===== src/common/bfs_defs.svh =====
/*
 * Constants for the buck fault/status supervisor: timing, reset values, address.
 * Assumes a 40 MHz system clock; included by its bare name.
 */
`ifndef BFS_DEFS_SVH
`define BFS_DEFS_SVH

// ********************************
// clock and timing
// ********************************
`define BFS_CLK_MHZ        40
`define BFS_INIT_TIME_US   1000
`define BFS_INIT_CYC       (`BFS_INIT_TIME_US * `BFS_CLK_MHZ)
`define BFS_PON_UNIT_US    500
`define BFS_PON_UNIT_CYC   (`BFS_PON_UNIT_US * `BFS_CLK_MHZ)
`define BFS_SS_UNIT_US     500
`define BFS_SS_UNIT_CYC    (`BFS_SS_UNIT_US * `BFS_CLK_MHZ)
`define BFS_PGD_DIV        10
`define BFS_UV_CYCLES      4'h8
`define BFS_TMR_W          24

// ********************************
// address and reset values
// ********************************
// upper slave-address bits, value arbitrary
`define BFS_ADDR_HI        4'h5
`define BFS_SWEN_RST       1'h0

`endif


===== src/common/bfs_pkg.sv =====
/*
 * Types for the buck fault/status supervisor.
 * Assumes nothing beyond a SystemVerilog compiler.
 */
package bfs_pkg;

    typedef struct packed {
        logic       fb_above_120;
        logic       fb_below_110;
        logic       fb_above_90;
        logic       fb_below_80;
        logic       fb_below_70;
        logic       cur_limit;
        logic       ot_rise;
        logic       ot_fall;
        logic       zero_cross;
        logic       pwm_on;
        logic       en_pin;
        logic [2:0] addr_sel;
    } bfs_cmp_t;

    typedef struct packed {
        logic [1:0] pon_delay;
        logic [1:0] ss_time;
        logic [3:0] vout_offset;
        logic [1:0] margin;
        logic [1:0] psave_mode;
        logic [1:0] freq_sel;
    } bfs_cfg_t;

    typedef struct packed {
        logic undervoltage_flag;
        logic overvoltage_flag;
        logic ot;
        logic current_limit_flag;
        logic bo;
        logic did_not_start_flag;
    } bfs_flags_t;

    typedef struct packed {
        logic dcm;
        logic power_good_pin;
    } bfs_status_t;

    typedef enum logic [2:0] {
        BFS_OFF, BFS_INIT, BFS_PON, BFS_SS, BFS_PGD, BFS_RUN, BFS_UVLATCH, BFS_OTHOLD
    } bfs_state_t;

endpackage


===== src/hw/bfs_supervisor.sv =====
/*
 * Fault and status supervisor for a step-down converter controller:
 * flags, status, enable sequencing, gate forcing and power-good.
 * Assumes comparator results and pins arrive asynchronously, host-side
 * bits come from logic on i_sys_clk, and i_nrst is the power-on reset.
 */
`timescale 1ns/1ps
`include "bfs_defs.svh"
`default_nettype none

module bfs_supervisor #(
    parameter int unsigned P_INIT_CYC     = `BFS_INIT_CYC,
    parameter int unsigned P_PON_UNIT_CYC = `BFS_PON_UNIT_CYC,
    parameter int unsigned P_SS_UNIT_CYC  = `BFS_SS_UNIT_CYC
) (
    input  wire logic                 i_sys_clk,
    input  wire logic                 i_nrst,
    input  wire bfs_pkg::bfs_cmp_t    i_cmp,
    input  wire logic                 i_switcher_enable_bit,
    input  wire logic                 i_clear_flags_bit,
    input  wire bfs_pkg::bfs_cfg_t    i_cfg,
    output logic                      o_high_side_gate,
    output logic                      o_low_side_gate,
    output logic                      o_power_good_pin_oe_n,
    output logic                      o_power_good_out,
    output bfs_pkg::bfs_flags_t       o_flags,
    output bfs_pkg::bfs_status_t      o_status,
    output bfs_pkg::bfs_cfg_t         o_cfg,
    output logic                      o_switcher_enable_bit,
    output logic [6:0]                o_i2c_addr
);

    // ********************************
    // state
    // ********************************
    typedef struct packed {
        bfs_pkg::bfs_cmp_t    sync1;
        bfs_pkg::bfs_cmp_t    sync2;
        bfs_pkg::bfs_state_t  state;
        logic [`BFS_TMR_W-1:0] timer;
        logic                 need_init;
        logic                 en_prev;
        logic                 clr_prev;
        logic                 pwm_prev;
        logic                 sw_en;
        bfs_pkg::bfs_cfg_t    cfg;
        bfs_pkg::bfs_flags_t  flags;
        bfs_pkg::bfs_status_t status;
        logic                 ov_hold;
        logic                 uv_low;
        logic                 pg_seen;
        logic                 cyc_cl;
        logic                 cyc_b70;
        logic [3:0]           uv_cnt;
        logic                 hs;
        logic                 ls;
        logic [6:0]           addr;
    } bfs_sup_t;

    bfs_sup_t s_q;
    bfs_sup_t s_d;

    // step count times unit, cut to the timer width
    function automatic logic [`BFS_TMR_W-1:0] step_cycles(input logic [1:0] code,
                                                          input int unsigned unit);
        int unsigned prod;
        prod = (int'(code) + 1) * unit;
        return prod[`BFS_TMR_W-1:0];
    endfunction

    bfs_pkg::bfs_cmp_t   cmp;
    logic                en_req;
    logic                en_fall;
    logic                clr;
    logic                switching;
    logic                cyc_start;
    logic                timer_done;
    bfs_pkg::bfs_flags_t set_f;
    bfs_pkg::bfs_flags_t clr_f;

    // ********************************
    // next state
    // ********************************
    always_comb begin
        s_d = s_q;
        // only the second stage is read by logic
        s_d.sync1 = i_cmp;
        s_d.sync2 = s_q.sync1;
        cmp = s_q.sync2;
        s_d.sw_en = i_switcher_enable_bit;
        s_d.cfg = i_cfg;
        s_d.addr = {`BFS_ADDR_HI, cmp.addr_sel};
        en_req = cmp.en_pin & s_q.sw_en;
        en_fall = s_q.en_prev & ~cmp.en_pin;
        s_d.en_prev = cmp.en_pin;
        // rising edge only, so a held bit clears once
        clr = i_clear_flags_bit & ~s_q.clr_prev;
        s_d.clr_prev = i_clear_flags_bit;
        cyc_start = cmp.pwm_on & ~s_q.pwm_prev;
        s_d.pwm_prev = cmp.pwm_on;
        timer_done = (s_q.timer == '0);
        if (!timer_done) begin
            s_d.timer = s_q.timer - 1'b1;
        end
        set_f = '0;
        switching = (s_q.state == bfs_pkg::BFS_SS) || (s_q.state == bfs_pkg::BFS_PGD) ||
                    (s_q.state == bfs_pkg::BFS_RUN);
        // ov window: set above 120%, released below 110%
        if (cmp.fb_above_120) begin
            s_d.ov_hold = 1'b1;
        end else if (cmp.fb_below_110) begin
            s_d.ov_hold = 1'b0;
        end
        // every start begins in the low window, so power-good waits for 90%
        if (cmp.fb_below_80 || !switching) begin
            s_d.uv_low = 1'h1;
        end else if (cmp.fb_above_90) begin
            s_d.uv_low = 1'b0;
        end

        if (cmp.en_pin == 1'b0) begin
            s_d.need_init = 1'b1;
        end

        // ********************************
        // sequencer
        // ********************************
        if (!en_req) begin
            s_d.state = bfs_pkg::BFS_OFF;
        end else if (cmp.ot_rise && s_q.state != bfs_pkg::BFS_OTHOLD) begin
            s_d.state = bfs_pkg::BFS_OTHOLD;
            set_f.ot = 1'b1;
        end else begin
            unique case (s_q.state)
                bfs_pkg::BFS_OFF: begin
                    if (s_q.need_init) begin
                        s_d.state = bfs_pkg::BFS_INIT;
                        s_d.timer = P_INIT_CYC[`BFS_TMR_W-1:0];
                        s_d.need_init = 1'b0;
                    end else begin
                        s_d.state = bfs_pkg::BFS_PON;
                        s_d.timer = step_cycles(s_q.cfg.pon_delay, P_PON_UNIT_CYC);
                    end
                end
                bfs_pkg::BFS_INIT: begin
                    if (timer_done) begin
                        s_d.state = bfs_pkg::BFS_PON;
                        s_d.timer = step_cycles(s_q.cfg.pon_delay, P_PON_UNIT_CYC);
                    end
                end
                bfs_pkg::BFS_PON: begin
                    if (timer_done) begin
                        s_d.state = bfs_pkg::BFS_SS;
                        s_d.timer = step_cycles(s_q.cfg.ss_time, P_SS_UNIT_CYC);
                    end
                end
                bfs_pkg::BFS_SS: begin
                    if (timer_done) begin
                        s_d.state = bfs_pkg::BFS_PGD;
                        s_d.timer = step_cycles(s_q.cfg.ss_time,
                                                P_SS_UNIT_CYC / `BFS_PGD_DIV);
                    end
                end
                bfs_pkg::BFS_PGD: begin
                    if (timer_done) begin
                        s_d.state = bfs_pkg::BFS_RUN;
                        set_f.did_not_start_flag = ~cmp.fb_above_90;
                    end
                end
                bfs_pkg::BFS_RUN: begin
                    if (s_q.uv_cnt == `BFS_UV_CYCLES) begin
                        s_d.state = bfs_pkg::BFS_UVLATCH;
                        set_f.undervoltage_flag = 1'b1;
                    end
                end
                // left by dropping the enable pin or bit, or by an overtemperature rise
                bfs_pkg::BFS_UVLATCH: begin
                    s_d.state = bfs_pkg::BFS_UVLATCH;
                end
                bfs_pkg::BFS_OTHOLD: begin
                    if (cmp.ot_fall) begin
                        s_d.state = bfs_pkg::BFS_PON;
                        s_d.timer = step_cycles(s_q.cfg.pon_delay, P_PON_UNIT_CYC);
                    end
                end
            endcase
        end

        // ********************************
        // gates and power-good
        // ********************************
        s_d.hs = switching & cmp.pwm_on & ~cmp.cur_limit & ~s_q.ov_hold;
        // soft-start lets zero current turn the low side off for pre-bias
        s_d.ls = switching & ((~cmp.pwm_on &
                 ~(s_q.state == bfs_pkg::BFS_SS && cmp.zero_cross)) | s_q.ov_hold);
        s_d.status.power_good_pin = (s_q.state == bfs_pkg::BFS_RUN) &
                           ~s_q.uv_low & ~s_q.ov_hold;
        s_d.status.dcm = switching & cmp.zero_cross;
        if (s_q.status.power_good_pin) begin
            s_d.pg_seen = 1'b1;
        end else if (!switching) begin
            s_d.pg_seen = 1'b0;
        end
        // ********************************
        // undervoltage cycle counter
        // ********************************
        if (!s_q.pg_seen || s_q.state != bfs_pkg::BFS_RUN) begin
            s_d.uv_cnt = '0;
        end else if (cyc_start) begin
            if (s_q.cyc_cl && s_q.cyc_b70) begin
                s_d.uv_cnt = s_q.uv_cnt + 4'h1;
            end else begin
                s_d.uv_cnt = '0;
            end
            s_d.cyc_cl = cmp.cur_limit;
            s_d.cyc_b70 = cmp.fb_below_70;
        end else begin
            s_d.cyc_cl = s_q.cyc_cl | cmp.cur_limit;
            s_d.cyc_b70 = s_q.cyc_b70 & cmp.fb_below_70;
        end
        // ********************************
        // flags
        // ********************************
        set_f.overvoltage_flag = cmp.fb_above_120;
        set_f.current_limit_flag = switching & cmp.cur_limit;
        set_f.bo = s_q.pg_seen & cmp.fb_below_80 & ~cmp.cur_limit;
        clr_f = (clr || en_fall) ? '1 : '0;
        if (cmp.fb_above_120 && !en_fall) begin
            clr_f.overvoltage_flag = 1'b0;
        end
        // a set in the clearing cycle wins
        s_d.flags = (s_q.flags & ~clr_f) | set_f;
    end

    always_ff @(posedge i_sys_clk or negedge i_nrst) begin
        if (!i_nrst) begin
            s_q <= '0;
            s_q.state <= bfs_pkg::BFS_OFF;
            s_q.need_init <= 1'b1;
            s_q.uv_low <= 1'b1;
            s_q.sw_en <= `BFS_SWEN_RST;
        end else begin
            s_q <= s_d;
        end
    end

    assign o_high_side_gate      = s_q.hs;
    assign o_low_side_gate       = s_q.ls;
    assign o_power_good_pin_oe_n = s_q.status.power_good_pin;
    assign o_power_good_out      = s_q.status.power_good_pin;
    assign o_flags               = s_q.flags;
    assign o_status              = s_q.status;
    assign o_cfg                 = s_q.cfg;
    assign o_switcher_enable_bit = s_q.sw_en;
    assign o_i2c_addr            = s_q.addr;

    // ********************************
    // assertions
    // ********************************
    property p_ov_hs_off;
        @(posedge i_sys_clk) disable iff (!i_nrst)
        s_q.ov_hold |=> !o_high_side_gate;
    endproperty
    a_ov_hs_off: assert property (p_ov_hs_off) else $error("high side on in overvoltage");
    property p_cl_inhibit;
        @(posedge i_sys_clk) disable iff (!i_nrst)
        cmp.cur_limit |=> !o_high_side_gate;
    endproperty
    a_cl_inhibit: assert property (p_cl_inhibit) else $error("high side on in limit");
    property p_ot_gates;
        @(posedge i_sys_clk) disable iff (!i_nrst)
        s_q.state == bfs_pkg::BFS_OTHOLD && !clr && !en_fall |=>
            !o_high_side_gate && !o_low_side_gate && o_flags.ot;
    endproperty
    a_ot_gates: assert property (p_ot_gates) else $error("gates on in overtemp");
    property p_uv_latch;
        @(posedge i_sys_clk) disable iff (!i_nrst)
        $rose(s_q.state == bfs_pkg::BFS_UVLATCH) |->
            o_flags.undervoltage_flag ##1 (!o_high_side_gate && !o_low_side_gate);
    endproperty
    a_uv_latch: assert property (p_uv_latch) else $error("undervoltage latch wrong");
    property p_pg_ov;
        @(posedge i_sys_clk) disable iff (!i_nrst)
        s_q.ov_hold |=> !o_power_good_out;
    endproperty
    a_pg_ov: assert property (p_pg_ov) else $error("power good high in overvoltage");
    property p_pg_uv;
        @(posedge i_sys_clk) disable iff (!i_nrst)
        s_q.uv_low |=> !o_power_good_out;
    endproperty
    a_pg_uv: assert property (p_pg_uv) else $error("power good high while low");
    property p_pg_startup;
        @(posedge i_sys_clk) disable iff (!i_nrst)
        s_q.state != bfs_pkg::BFS_RUN |=> !o_power_good_out;
    endproperty
    a_pg_startup: assert property (p_pg_startup) else $error("power good before run");
    property p_ovo_kept;
        @(posedge i_sys_clk) disable iff (!i_nrst)
        clr && cmp.fb_above_120 |=> o_flags.overvoltage_flag;
    endproperty
    a_ovo_kept: assert property (p_ovo_kept) else $error("overvoltage flag cleared early");
    property p_flag_sticky;
        @(posedge i_sys_clk) disable iff (!i_nrst)
        o_flags.current_limit_flag && !clr && !en_fall |=> o_flags.current_limit_flag;
    endproperty
    a_flag_sticky: assert property (p_flag_sticky) else $error("flag dropped by itself");
    property p_en_off;
        @(posedge i_sys_clk) disable iff (!i_nrst)
        !cmp.en_pin |=> ##1 (!o_high_side_gate && !o_low_side_gate);
    endproperty
    a_en_off: assert property (p_en_off) else $error("gates on with enable low");

endmodule // bfs_supervisor

`default_nettype wire


===== config.mk =====
export PLATFORM = sky130hd
export DESIGN_NAME = bfs_supervisor
export DESIGN_NICKNAME = d
export VERILOG_FILES = /design/src/common/bfs_pkg.sv /design/src/hw/bfs_supervisor.sv
export VERILOG_INCLUDE_DIRS = /design/src /design/src/common
export SDC_FILE = /design/constraint.sdc
export NUM_CORES = 1
export LEC_CHECK = 0
export BUFFER_PORTS_ARGS = -buffer_cell sky130_fd_sc_hd__buf_2
export CAP_MARGIN = 20
export CORE_ASPECT_RATIO = 0.9
export CORE_MARGIN = 2
export CORE_UTILIZATION = 40
export CTS_CLUSTER_DIAMETER = 60
export CTS_CLUSTER_SIZE = 30
export DETAILED_ROUTE_END_ITERATION = 8
export GPL_TIMING_DRIVEN = 0
export PLACE_DENSITY_LB_ADDON = 0.05
export SLEW_MARGIN = 10
export SYNTH_ARGS = -nofsm -noshare
export SYNTH_HDL_FRONTEND = slang
export SYNTH_SLANG_ARGS = --single-unit

===== constraint.sdc =====
create_clock -name i_sys_clk -period 3.8 [get_ports i_sys_clk]
set_input_delay 0.38 -clock i_sys_clk [delete_from_list [all_inputs] [get_ports i_sys_clk]]
set_output_delay 0.38 -clock i_sys_clk [all_outputs]
set_load 0.01 [all_outputs]

==> impl_metrics.ini, run 1 <==
[run_status]
status = finished clean

[cells_and_area]
diodes = 0
syn2layout_area_growth_pct = 16.8
drive_gt1_share_pct = 22.8
fin_util_pct = 47.8
nFillCells = 1133
nNetsFinal = 612

[clocking]
clock_latency_ns = 0.35
cts_root_buf = clkbuf_16
path_clk_slew_ns = 0.07
htreeDepth = 3
cts_tree = built
clockBufferDepth = 2
cts_buffers = 9
clock-sinks = 97

[synth]
ys_async_sr_fraction_pct = 100
yosysWarnings = 0
synth_mux_area_share_pct = 0.204
yosys.area_share.simple_pct = 15.5
synth_edf_count = 0
ys_types = 71
yosysSeqAreaShare_pct = 49.4
syn_avg_cell_area_um2 = 10.2
netlist_instances = 484
synth_seq_cells = 97
synth_top_family_by_area = compound AO/OA/AOI/OAI gates
ys.flop_type = dfrtp_1
synthXorXnorAreaFrac_pct = 5.34
synth_area_mm2 = 0.00492
synthAdderAreaFrac_pct = 5.04
synth-compound-area-share_pct = 16.4

[sta]
fin_skew_ns = 0.00634
hold_viol_final = 0
max_slew_margin_pct = 48.3
min_period_ns = 2.94
worst_slew_pin_slew_ns = 0.774
setup_tns_ns = 0
rsz0062_at_grt = false
min_period_over_period_pct = 77.3
setup_viol = 0
maxSlewViolCount = 0
max_clock_freq_mhz = 341

[routing]
final_antenna_net_count = 0
first_pass_iters = 5
drcViolationCount = 0
num_vias = 3796
post_drt_wl_per_cell_um = 16.7
drtIter0Drc = 372
avgViaCountPerCell = 5.24
totalWireLength_um = 12100

[worst_setup_path]
cp.arrival_ns = 3.16
required_ns = 4.03
crit_path_end_kind = flip-flop
crit_start = o_cfg[12]
worst-path-max-fanout = 7
r2r-start = o_cfg[12]
criticalPathCategory = flip-flop to flip-flop
crit_path_start_kind = flip-flop

[floorplanning]
die_h_um = 109
io_pins = 66
start_util_pct = 40.9
die_area_mm2 = 0.0132
core_area_mm2 = 0.0120
die_w_um = 121
fp-row-count = 38

[worst_hold_path]
hold_start = i_cmp[2]
hold_class = input port to flip-flop

[run]
maxCapViolations = 0

[placement]
place.gp.congestion = 0.911
dp_hpwl_um = 9000
io_buffers = 63

[global_route]
grt_pass1_vias = 3710
grt_start_max_net_pins = 66
grt_use_total_pct = 19.8
grt_antenna_before_repair = 0
grt_pass1_wl_um = 19800
grt_overflow_total = 0

[power_and_ir_drop]
p_leak_nw = 2.59
ir_drop_v = 0.000289
powerDensity_mw_per_mm2 = 472
## state kept, by name (all words and copies together), names as in the netlist
name and cells:
o_i2c_addr 4, o_high_side_gate 1, s_d 14, o_flags 6
o_low_side_gate 1, o_cfg 14, cmp 14, o_power_good_out 1
o_switcher_enable_bit 1, s_q 40, o_status 1
## worst max-delay path, stage by stage (launching register included)
cell       delay (ns)
dfrtp_1          0.39
clkbuf_1         0.39
inv_1            0.26
ha_1             0.35
clkbuf_1         0.21
nand3b_1         0.13
a21oi_1          0.10
a2111oi_0        0.40
o221ai_1         0.25
a221oi_1         0.27
nor2_1           0.07
## report_power, final
part           leakage [nW]  total, mW  switching [mW]  internal [mW]
clock                 0.132      0.827           0.384          0.443
combinational          1.27      0.626           0.355          0.271
sequential             1.19       1.26           0.115           1.14
total                  2.59       2.71           0.855           1.86
## final cells by class
class,count,area [um^2],area share [%]
Buffer,49,308,5.36
Clock buffer,9,225,3.92
Clock inverter,6,43.8,0.762
Inverter,23,86.3,1.50
Multi-Input combinational cell,316,2100,36.5
Sequential cell,97,2430,42.3
Tap cell,160,200,3.48
Timing Repair Buffer,65,355,6.18
## what timing repair did
item                                   4_1_cts  5_1_grt
hold buffers                                 1        0
endpoints found under the hold margin       32        0
resized for setup                            0        0
setup buffers                                0        0
## kinds of logic after synthesis
kind of cell             count (synthesis)
multiplexers                             1
AO/OA/AOI/OAI                          119
flip-flops                              97
XOR/XNOR                                30
AND/OR/NAND/NOR                        143
other                                    2
adder cells (fa/ha/maj)                 20
buffers and inverters                   72
## cells in the mapped netlist (6+ instances only)
cell type  number  area [um^2]
dfrtp_1        95         2380
nor2_1         35          131
nand2_1        32          120
buf_4          30          225
a21oi_1        26          130
o21ai_0        25          125
inv_1          22         82.6
nor3_1         20          100
xnor2_1        20          175
ha_1           19          238
clkbuf_1       12         45.0
o22ai_1        10         62.6
xor2_1         10         87.6
nand3_1         9         45.0
a22oi_1         6         45.0
## layout by cell type, fill, tap and decap left out, types with 3 or more instances in the layout
cell / instances
conb_1: 3
dfrtp_1: 95
buf_1: 3
o31ai_1: 4
a21oi_1: 26
a221oi_1: 4
nand2b_1: 3
nor2_1: 35
o21ai_0: 25
clkbuf_16: 9
clkbuf_1: 12
xor2_1: 10
nand3_1: 9
buf_2: 65
inv_1: 22
a22oi_1: 6
nor3b_1: 4
o22ai_1: 10
o21a_1: 3
nor2b_1: 3
ha_1: 19
or3_1: 5
xnor2_1: 20
o211ai_1: 4
nand2_1: 32
nor4_1: 5
nor3_1: 20
a21o_1: 5
a22o_1: 3
nand3b_1: 3
and3_1: 5
buf_4: 31
## through the flow
| stage | hold slack (ns) | setup slack (ns) | power, mW | instances | instance area (um^2) |
|---|---|---|---|---|---|
| 2_1_floorplan | 0.0844 | 1.45 | 1.70 | 485 | 4920 |
| 3_3_place_gp | 0.332 | 0.769 | 1.89 | 708 | 5440 |
| 3_5_place_dp | 0.335 | 0.948 | 1.90 | 709 | 5470 |
| 4_1_cts | 0.118 | 0.908 | 2.74 | 725 | 5750 |
| 5_1_grt | 0.118 | 0.729 | 2.88 | 725 | 5750 |
| 6_report | 0.133 | 0.864 | 2.71 | 725 | 5750 |
## path summary, 6_finish.rpt
check                                 to  slack, ns  cells after the start
max                              s_q[51]       0.86                     10
min                              s_d[74]       0.13                      1
max reg2reg                      s_q[51]       0.86                     10
min reg2reg                      cmp[13]       0.35                      0
max in group asynchronous        s_q[44]       2.58                      3
min in group asynchronous  o_i2c_addr[1]       0.52                      2
## per-layer routing
metal  global-route usage, %  part of all wire, %  vias to the layer above
met4                    6.98                  1.9                        0
met5                       0                    0                        -
met3                    4.29                  6.4                       19
li1                        -                    -                     1836
met2                    29.4                   44                      121
met1                    28.4                   48                     1820
Note: power is estimated with default switching activity, not from simulation.
==> run 2, diff against run 1 <==
==> constraint.sdc (replaced) <==
create_clock -name i_sys_clk -period 2.6 [get_ports i_sys_clk]
set_input_delay 0.26 -clock i_sys_clk [delete_from_list [all_inputs] [get_ports i_sys_clk]]
set_output_delay 0.26 -clock i_sys_clk [all_outputs]
set_load 0.01 [all_outputs]
==> impl_metrics.ini, run 2 (synthesis gave the netlist of run 1 again) <==
[routing]
first_pass_iters = 5
drcViolationCount = 0
num_vias = 3867
avgViaCountPerCell = 5.31
totalWireLength_um = 12300
drtIter0Drc = 355
post_drt_wl_per_cell_um = 16.9
final_antenna_net_count = 0

[clocking]
htreeDepth = 3
cts_root_buf = clkbuf_16
cts_tree = built
clock_latency_ns = 0.35
clockBufferDepth = 2
path_clk_slew_ns = 0.06
cts_buffers = 9
clock-sinks = 97

[worst_setup_path]
crit_path_end_kind = flip-flop
timing.rr.end = s_q[51]
reg2reg_setup_slack_ns = 0.07
r2r-start = o_cfg[12]
slowest_stage = dfrtp_2
criticalPathCategory = flip-flop to flip-flop
worst-path-max-fanout = 10
required_ns = 2.83
crit_chain = inv_1 > ha_1 > nand3b_1 > a21oi_1 > a2111oi_0 > o221ai_1 > a221oi_1 > nor2_1
reg2reg_depth = 8
crit_path_start_kind = flip-flop
cpPeakStageDelay_ns = 0.51
cp.arrival_ns = 2.76

[power_and_ir_drop]
ir_drop_v = 0.000422
p_leak_nw = 2.64
power_mw = 4.03
powerDensity_mw_per_mm2 = 686

[floorplanning]
core_area_mm2 = 0.0120
die_h_um = 109
die_area_mm2 = 0.0132
io_pins = 66
fp-row-count = 38
die_w_um = 121
start_util_pct = 40.9

[placement]
place.gp.congestion = 0.911
io_buffers = 63
dp_slack_ns = -0.252
dp_hpwl_um = 9000

[sta]
rsz0062_at_grt = true
hold_viol_final = 0
maxSlewViolCount = 0
min_period_ns = 2.53
setup_viol = 0
max_clock_freq_mhz = 395
min_period_over_period_pct = 97.4
worst_slew_pin_slew_ns = 0.747
fin_skew_ns = 0.00770
setup_ws_ns = 0.0669
max_slew_margin_pct = 50.1

[global_route]
grt_antenna_before_repair = 0
grt_pass1_vias = 3740
grt_overflow_total = 0
grt_use_total_pct = 19.9
grt_pass1_wl_um = 19900
grt_start_max_net_pins = 66

[cells_and_area]
nFillCells = 1122
fin_util_pct = 48.8
nNetsFinal = 615
largest_register_ffs = 40
drive_gt1_share_pct = 25.5
top_register = s_q
syn2layout_area_growth_pct = 19.3
layout_commonest_cell = dfrtp_1
final_cell_mix = dfrtp_1, buf_2, nor2_1
diodes = 0

[run]
maxCapViolations = 0

[worst_hold_path]
hold_start = i_cfg[0]
hold_class = input port to flip-flop
worstHoldPathCells = 1
hold_path_end = o_cfg[0]

[run_status]
status = finished clean
-- run 2: cell count changes in the layout (fill, tap and decap cells not counted), moves of 2 or more --
cell / change
clkbuf_1: -6
clkbuf_2: +4
dlygate4sd3_1: +4
buf_1: -2
buf_4: +2
dfrtp_1: -2
dfrtp_2: +2
-- run 2: critical path: cells and delay by family, from the launching register on --
kind,cells,cell delay [ns]
AND/OR/NAND/NOR,2,0.21
adder cells (fa/ha/maj),1,0.46
flip-flops,1,0.51
buffers and inverters,1,0.20
AO/OA/AOI/OAI,4,1.04
-- run 2: through the flow --
step	instances	hold WS [ns]	setup TNS, ns	cell area (um^2)
5_1_grt	728	0.000599	-0.00266	5870
3_3_place_gp	708	0.332	-3.05	5440
6_report	728	0.0141	0	5870
2_1_floorplan	485	-0.0356	0	4920
4_1_cts	729	0.00146	0	5830
3_5_place_dp	709	0.241	-2.92	5470
-- run 2: area by class of cell --
type,count,area [um^2],area share [%]
clock inverters,6,43.8,0.746
clock buffers,9,225,3.84
well taps,160,200,3.41
multi-input cells,316,2170,36.9
repair buffers,71,410,6.99
inverters,23,86.3,1.47
flip-flops and latches,97,2430,41.4
plain buffers,46,303,5.16
-- run 2: repair_timing --
item / CTS / global route
hold buffers: 5 / 0
hold endpoints to repair: 36 / 0
setup endpoints to repair: 25 / 22
buffers inserted: 2 / 0
resized for setup: 8 / 13
pin swaps: 0 / 0
-- run 2: how the worst max path moves through the flow --
stage,cells past startpoint,startpoint,end,slack (ns)
3_3_place_gp,10,o_cfg[12],s_q[51],-0.43
5_1_grt,8,s_q[49],s_q[52],-0.003
6_report,8,o_cfg[12],s_q[51],0.07
3_5_place_dp,10,o_cfg[12],s_q[51],-0.25
4_1_cts,9,s_q[54],s_q[52],0.03
2_1_floorplan,10,o_cfg[12],s_q[51],0.25
-- run 2: metal layers --
| metal | vias up | global-route usage [%] | part of all wire [%] |
|---|---|---|---|
| met5 | - | 0 | 0 |
| met4 | 0 | 6.98 | 1.7 |
| met3 | 12 | 3.97 | 6.2 |
| met2 | 137 | 29.6 | 44 |
| met1 | 1883 | 28.8 | 48 |
| li1 | 1835 | - | - |
-- run 2: power by group --
group / switching [mW] / internal, mW / leakage, nW
Combinational: 0.532 / 0.421 / 1.32
Clock: 0.565 / 0.647 / 0.132
Sequential: 0.190 / 1.67 / 1.19
Total: 1.29 / 2.74 / 2.64
==> run 3, diff against run 2 <==
==> constraint.sdc (replaced) <==
create_clock -name i_sys_clk -period 2.7 [get_ports i_sys_clk]
set_input_delay 0.27 -clock i_sys_clk [delete_from_list [all_inputs] [get_ports i_sys_clk]]
set_output_delay 0.27 -clock i_sys_clk [all_outputs]
set_load 0.01 [all_outputs]
==> impl_metrics.ini, run 3 (synthesis gave the netlist of run 1 again) <==
[floorplanning]
io_pins = 66
fp-row-count = 38
core_area_mm2 = 0.0120
start_util_pct = 40.9
die_h_um = 109
die_area_mm2 = 0.0132
die_w_um = 121

[routing]
avgViaCountPerCell = 5.28
final_antenna_net_count = 0
totalWireLength_um = 12200
drcViolationCount = 0
post_drt_wl_per_cell_um = 16.8
first_pass_iters = 5
drtIter0Drc = 379
num_vias = 3830

[global_route]
grt_pass1_wl_um = 19900
grt_pass1_vias = 3721
grt_overflow_total = 0
use_met1_pct = 28.5
globalRouteMet3Util_pct = 4.29
grt_busiest_layer = met2
grt_use_total_pct = 19.8
grt_start_max_net_pins = 66
grt_antenna_before_repair = 0
use_met2_pct = 29.5

[placement]
io_buffers = 63
dp_slack_ns = -0.152
place.gp.congestion = 0.911
dp_hpwl_um = 9000

[worst_setup_path]
timing.rr.end = s_q[51]
crit_path_end_kind = flip-flop
required_ns = 2.93
cp.arrival_ns = 2.79
r2r-start = o_cfg[12]
reg2reg_depth = 9
criticalPathCategory = flip-flop to flip-flop
reg2reg_setup_slack_ns = 0.14
crit_path_start_kind = flip-flop
worst-path-max-fanout = 10

[cells_and_area]
seq_area_mm2 = 0.00243
drive_gt1_share_pct = 24.7
layout_commonest_cell = dfrtp_1
nNetsFinal = 613
multi_input_area_mm2 = 0.00213
nFillCells = 1128
syn2layout_area_growth_pct = 18.0
final_cell_mix = dfrtp_1, buf_2, nor2_1
diodes = 0
top_register = s_q
largest_register_ffs = 40

[power_and_ir_drop]
p_clk_share_pct = 30.2
powerDensity_mw_per_mm2 = 666
p_switching_mw = 1.23
p_comb_share_pct = 23.4
power_mw = 3.86
pwr-share-seq_pct = 46.4
p_leak_nw = 2.62
p_int_mw = 2.63
switching_share_pct = 31.8
ir_drop_v = 0.000407

[clocking]
clock-sinks = 97
cts_root_buf = clkbuf_16
clock_latency_ns = 0.35
clockBufferDepth = 2
path_clk_slew_ns = 0.07
cts_tree = built
htreeDepth = 3
cts_buffers = 9

[sta]
min_period_ns = 2.56
rsz0062_at_grt = false
maxSlewViolCount = 0
min_period_over_period_pct = 94.9
max_slew_margin_pct = 53.5
hold_viol_final = 0
worst_slew_pin_slew_ns = 0.697
holdWs_ns = 0.0225
max_clock_freq_mhz = 390
fin_skew_ns = 0.00730
setup_viol = 0
setup_ws_ns = 0.139

[worst_hold_path]
hold_start = i_cmp[2]
hold_path_end = s_d[74]
worstHoldPathCells = 1
hold_class = input port to flip-flop

[run_status]
status = finished clean

[run]
maxCapViolations = 0
==> run 3: stage by stage <==
stage               TNS [ns]  instance area (um^2)  cells  utilization [%]
CTS                        0                  5760    723             47.9
finish                     0                  5800    726             48.3
global placement      -0.993                  5440    708             45.2
global route               0                  5800    726             48.3
floorplan                  0                  4920    485                -
detailed placement    -0.948                  5470    709             45.5
==> run 3: power groups by stage <==
stage                     Combinational (mW)  Sequential, mW  Clock [mW]
after global placement                 0.867            1.79           0
final                                  0.903            1.79        1.17
after floorplan                        0.637            1.76           0
after CTS                              0.885            1.79        1.21
after global routing                    1.00            1.82        1.28
after detailed placement               0.871            1.80           0
==> run 3: worst max-delay path, cell delays in order (launching register included) <==
cell and delay, ns:
dfrtp_2 0.52, inv_1 0.21, ha_1 0.33, clkbuf_1 0.21, nand3b_1 0.14, a21oi_1 0.09, a2111oi_0 0.38, o221ai_1 0.23
a221oi_1 0.27, nor2_1 0.07
==> run 3: cell type report <==
type / instances / share of cell area, %
buffer: 47 / 5.24
sequential: 97 / 41.9
tap: 160 / 3.45
timing repair buffer: 68 / 6.51
clock buffer: 9 / 3.88
clock inverter: 6 / 0.754
multi-input combinational: 316 / 36.8
inverter: 23 / 1.49
==> run 3: per-layer routing <==
layer	vias to the layer above	share of wire (%)
li1	1832	-
met1	1869	49
met2	113	44
met3	16	5.4
met4	0	2.0
met5	-	0
==> run 3: how the worst max path moves through the flow <==
stage / start / to / slack (ns)
after global routing: s_q[49] / s_q[62] / 0.02
after detailed placement: o_cfg[12] / s_q[51] / -0.15
final: o_cfg[12] / s_q[51] / 0.14
after global placement: o_cfg[12] / s_q[51] / -0.33
after CTS: s_q[45] / s_q[56] / 0.04
after floorplan: o_cfg[12] / s_q[51] / 0.35
==> run 3: repair_timing <==
item / CTS / global route
buffers inserted: 0 / 3
pin swaps: 0 / 0
setup endpoints to repair: 19 / 15
hold buffers: 1 / 0
endpoints found under the hold margin: 32 / 0
cloned: 0 / 0
resized for setup: 5 / 9
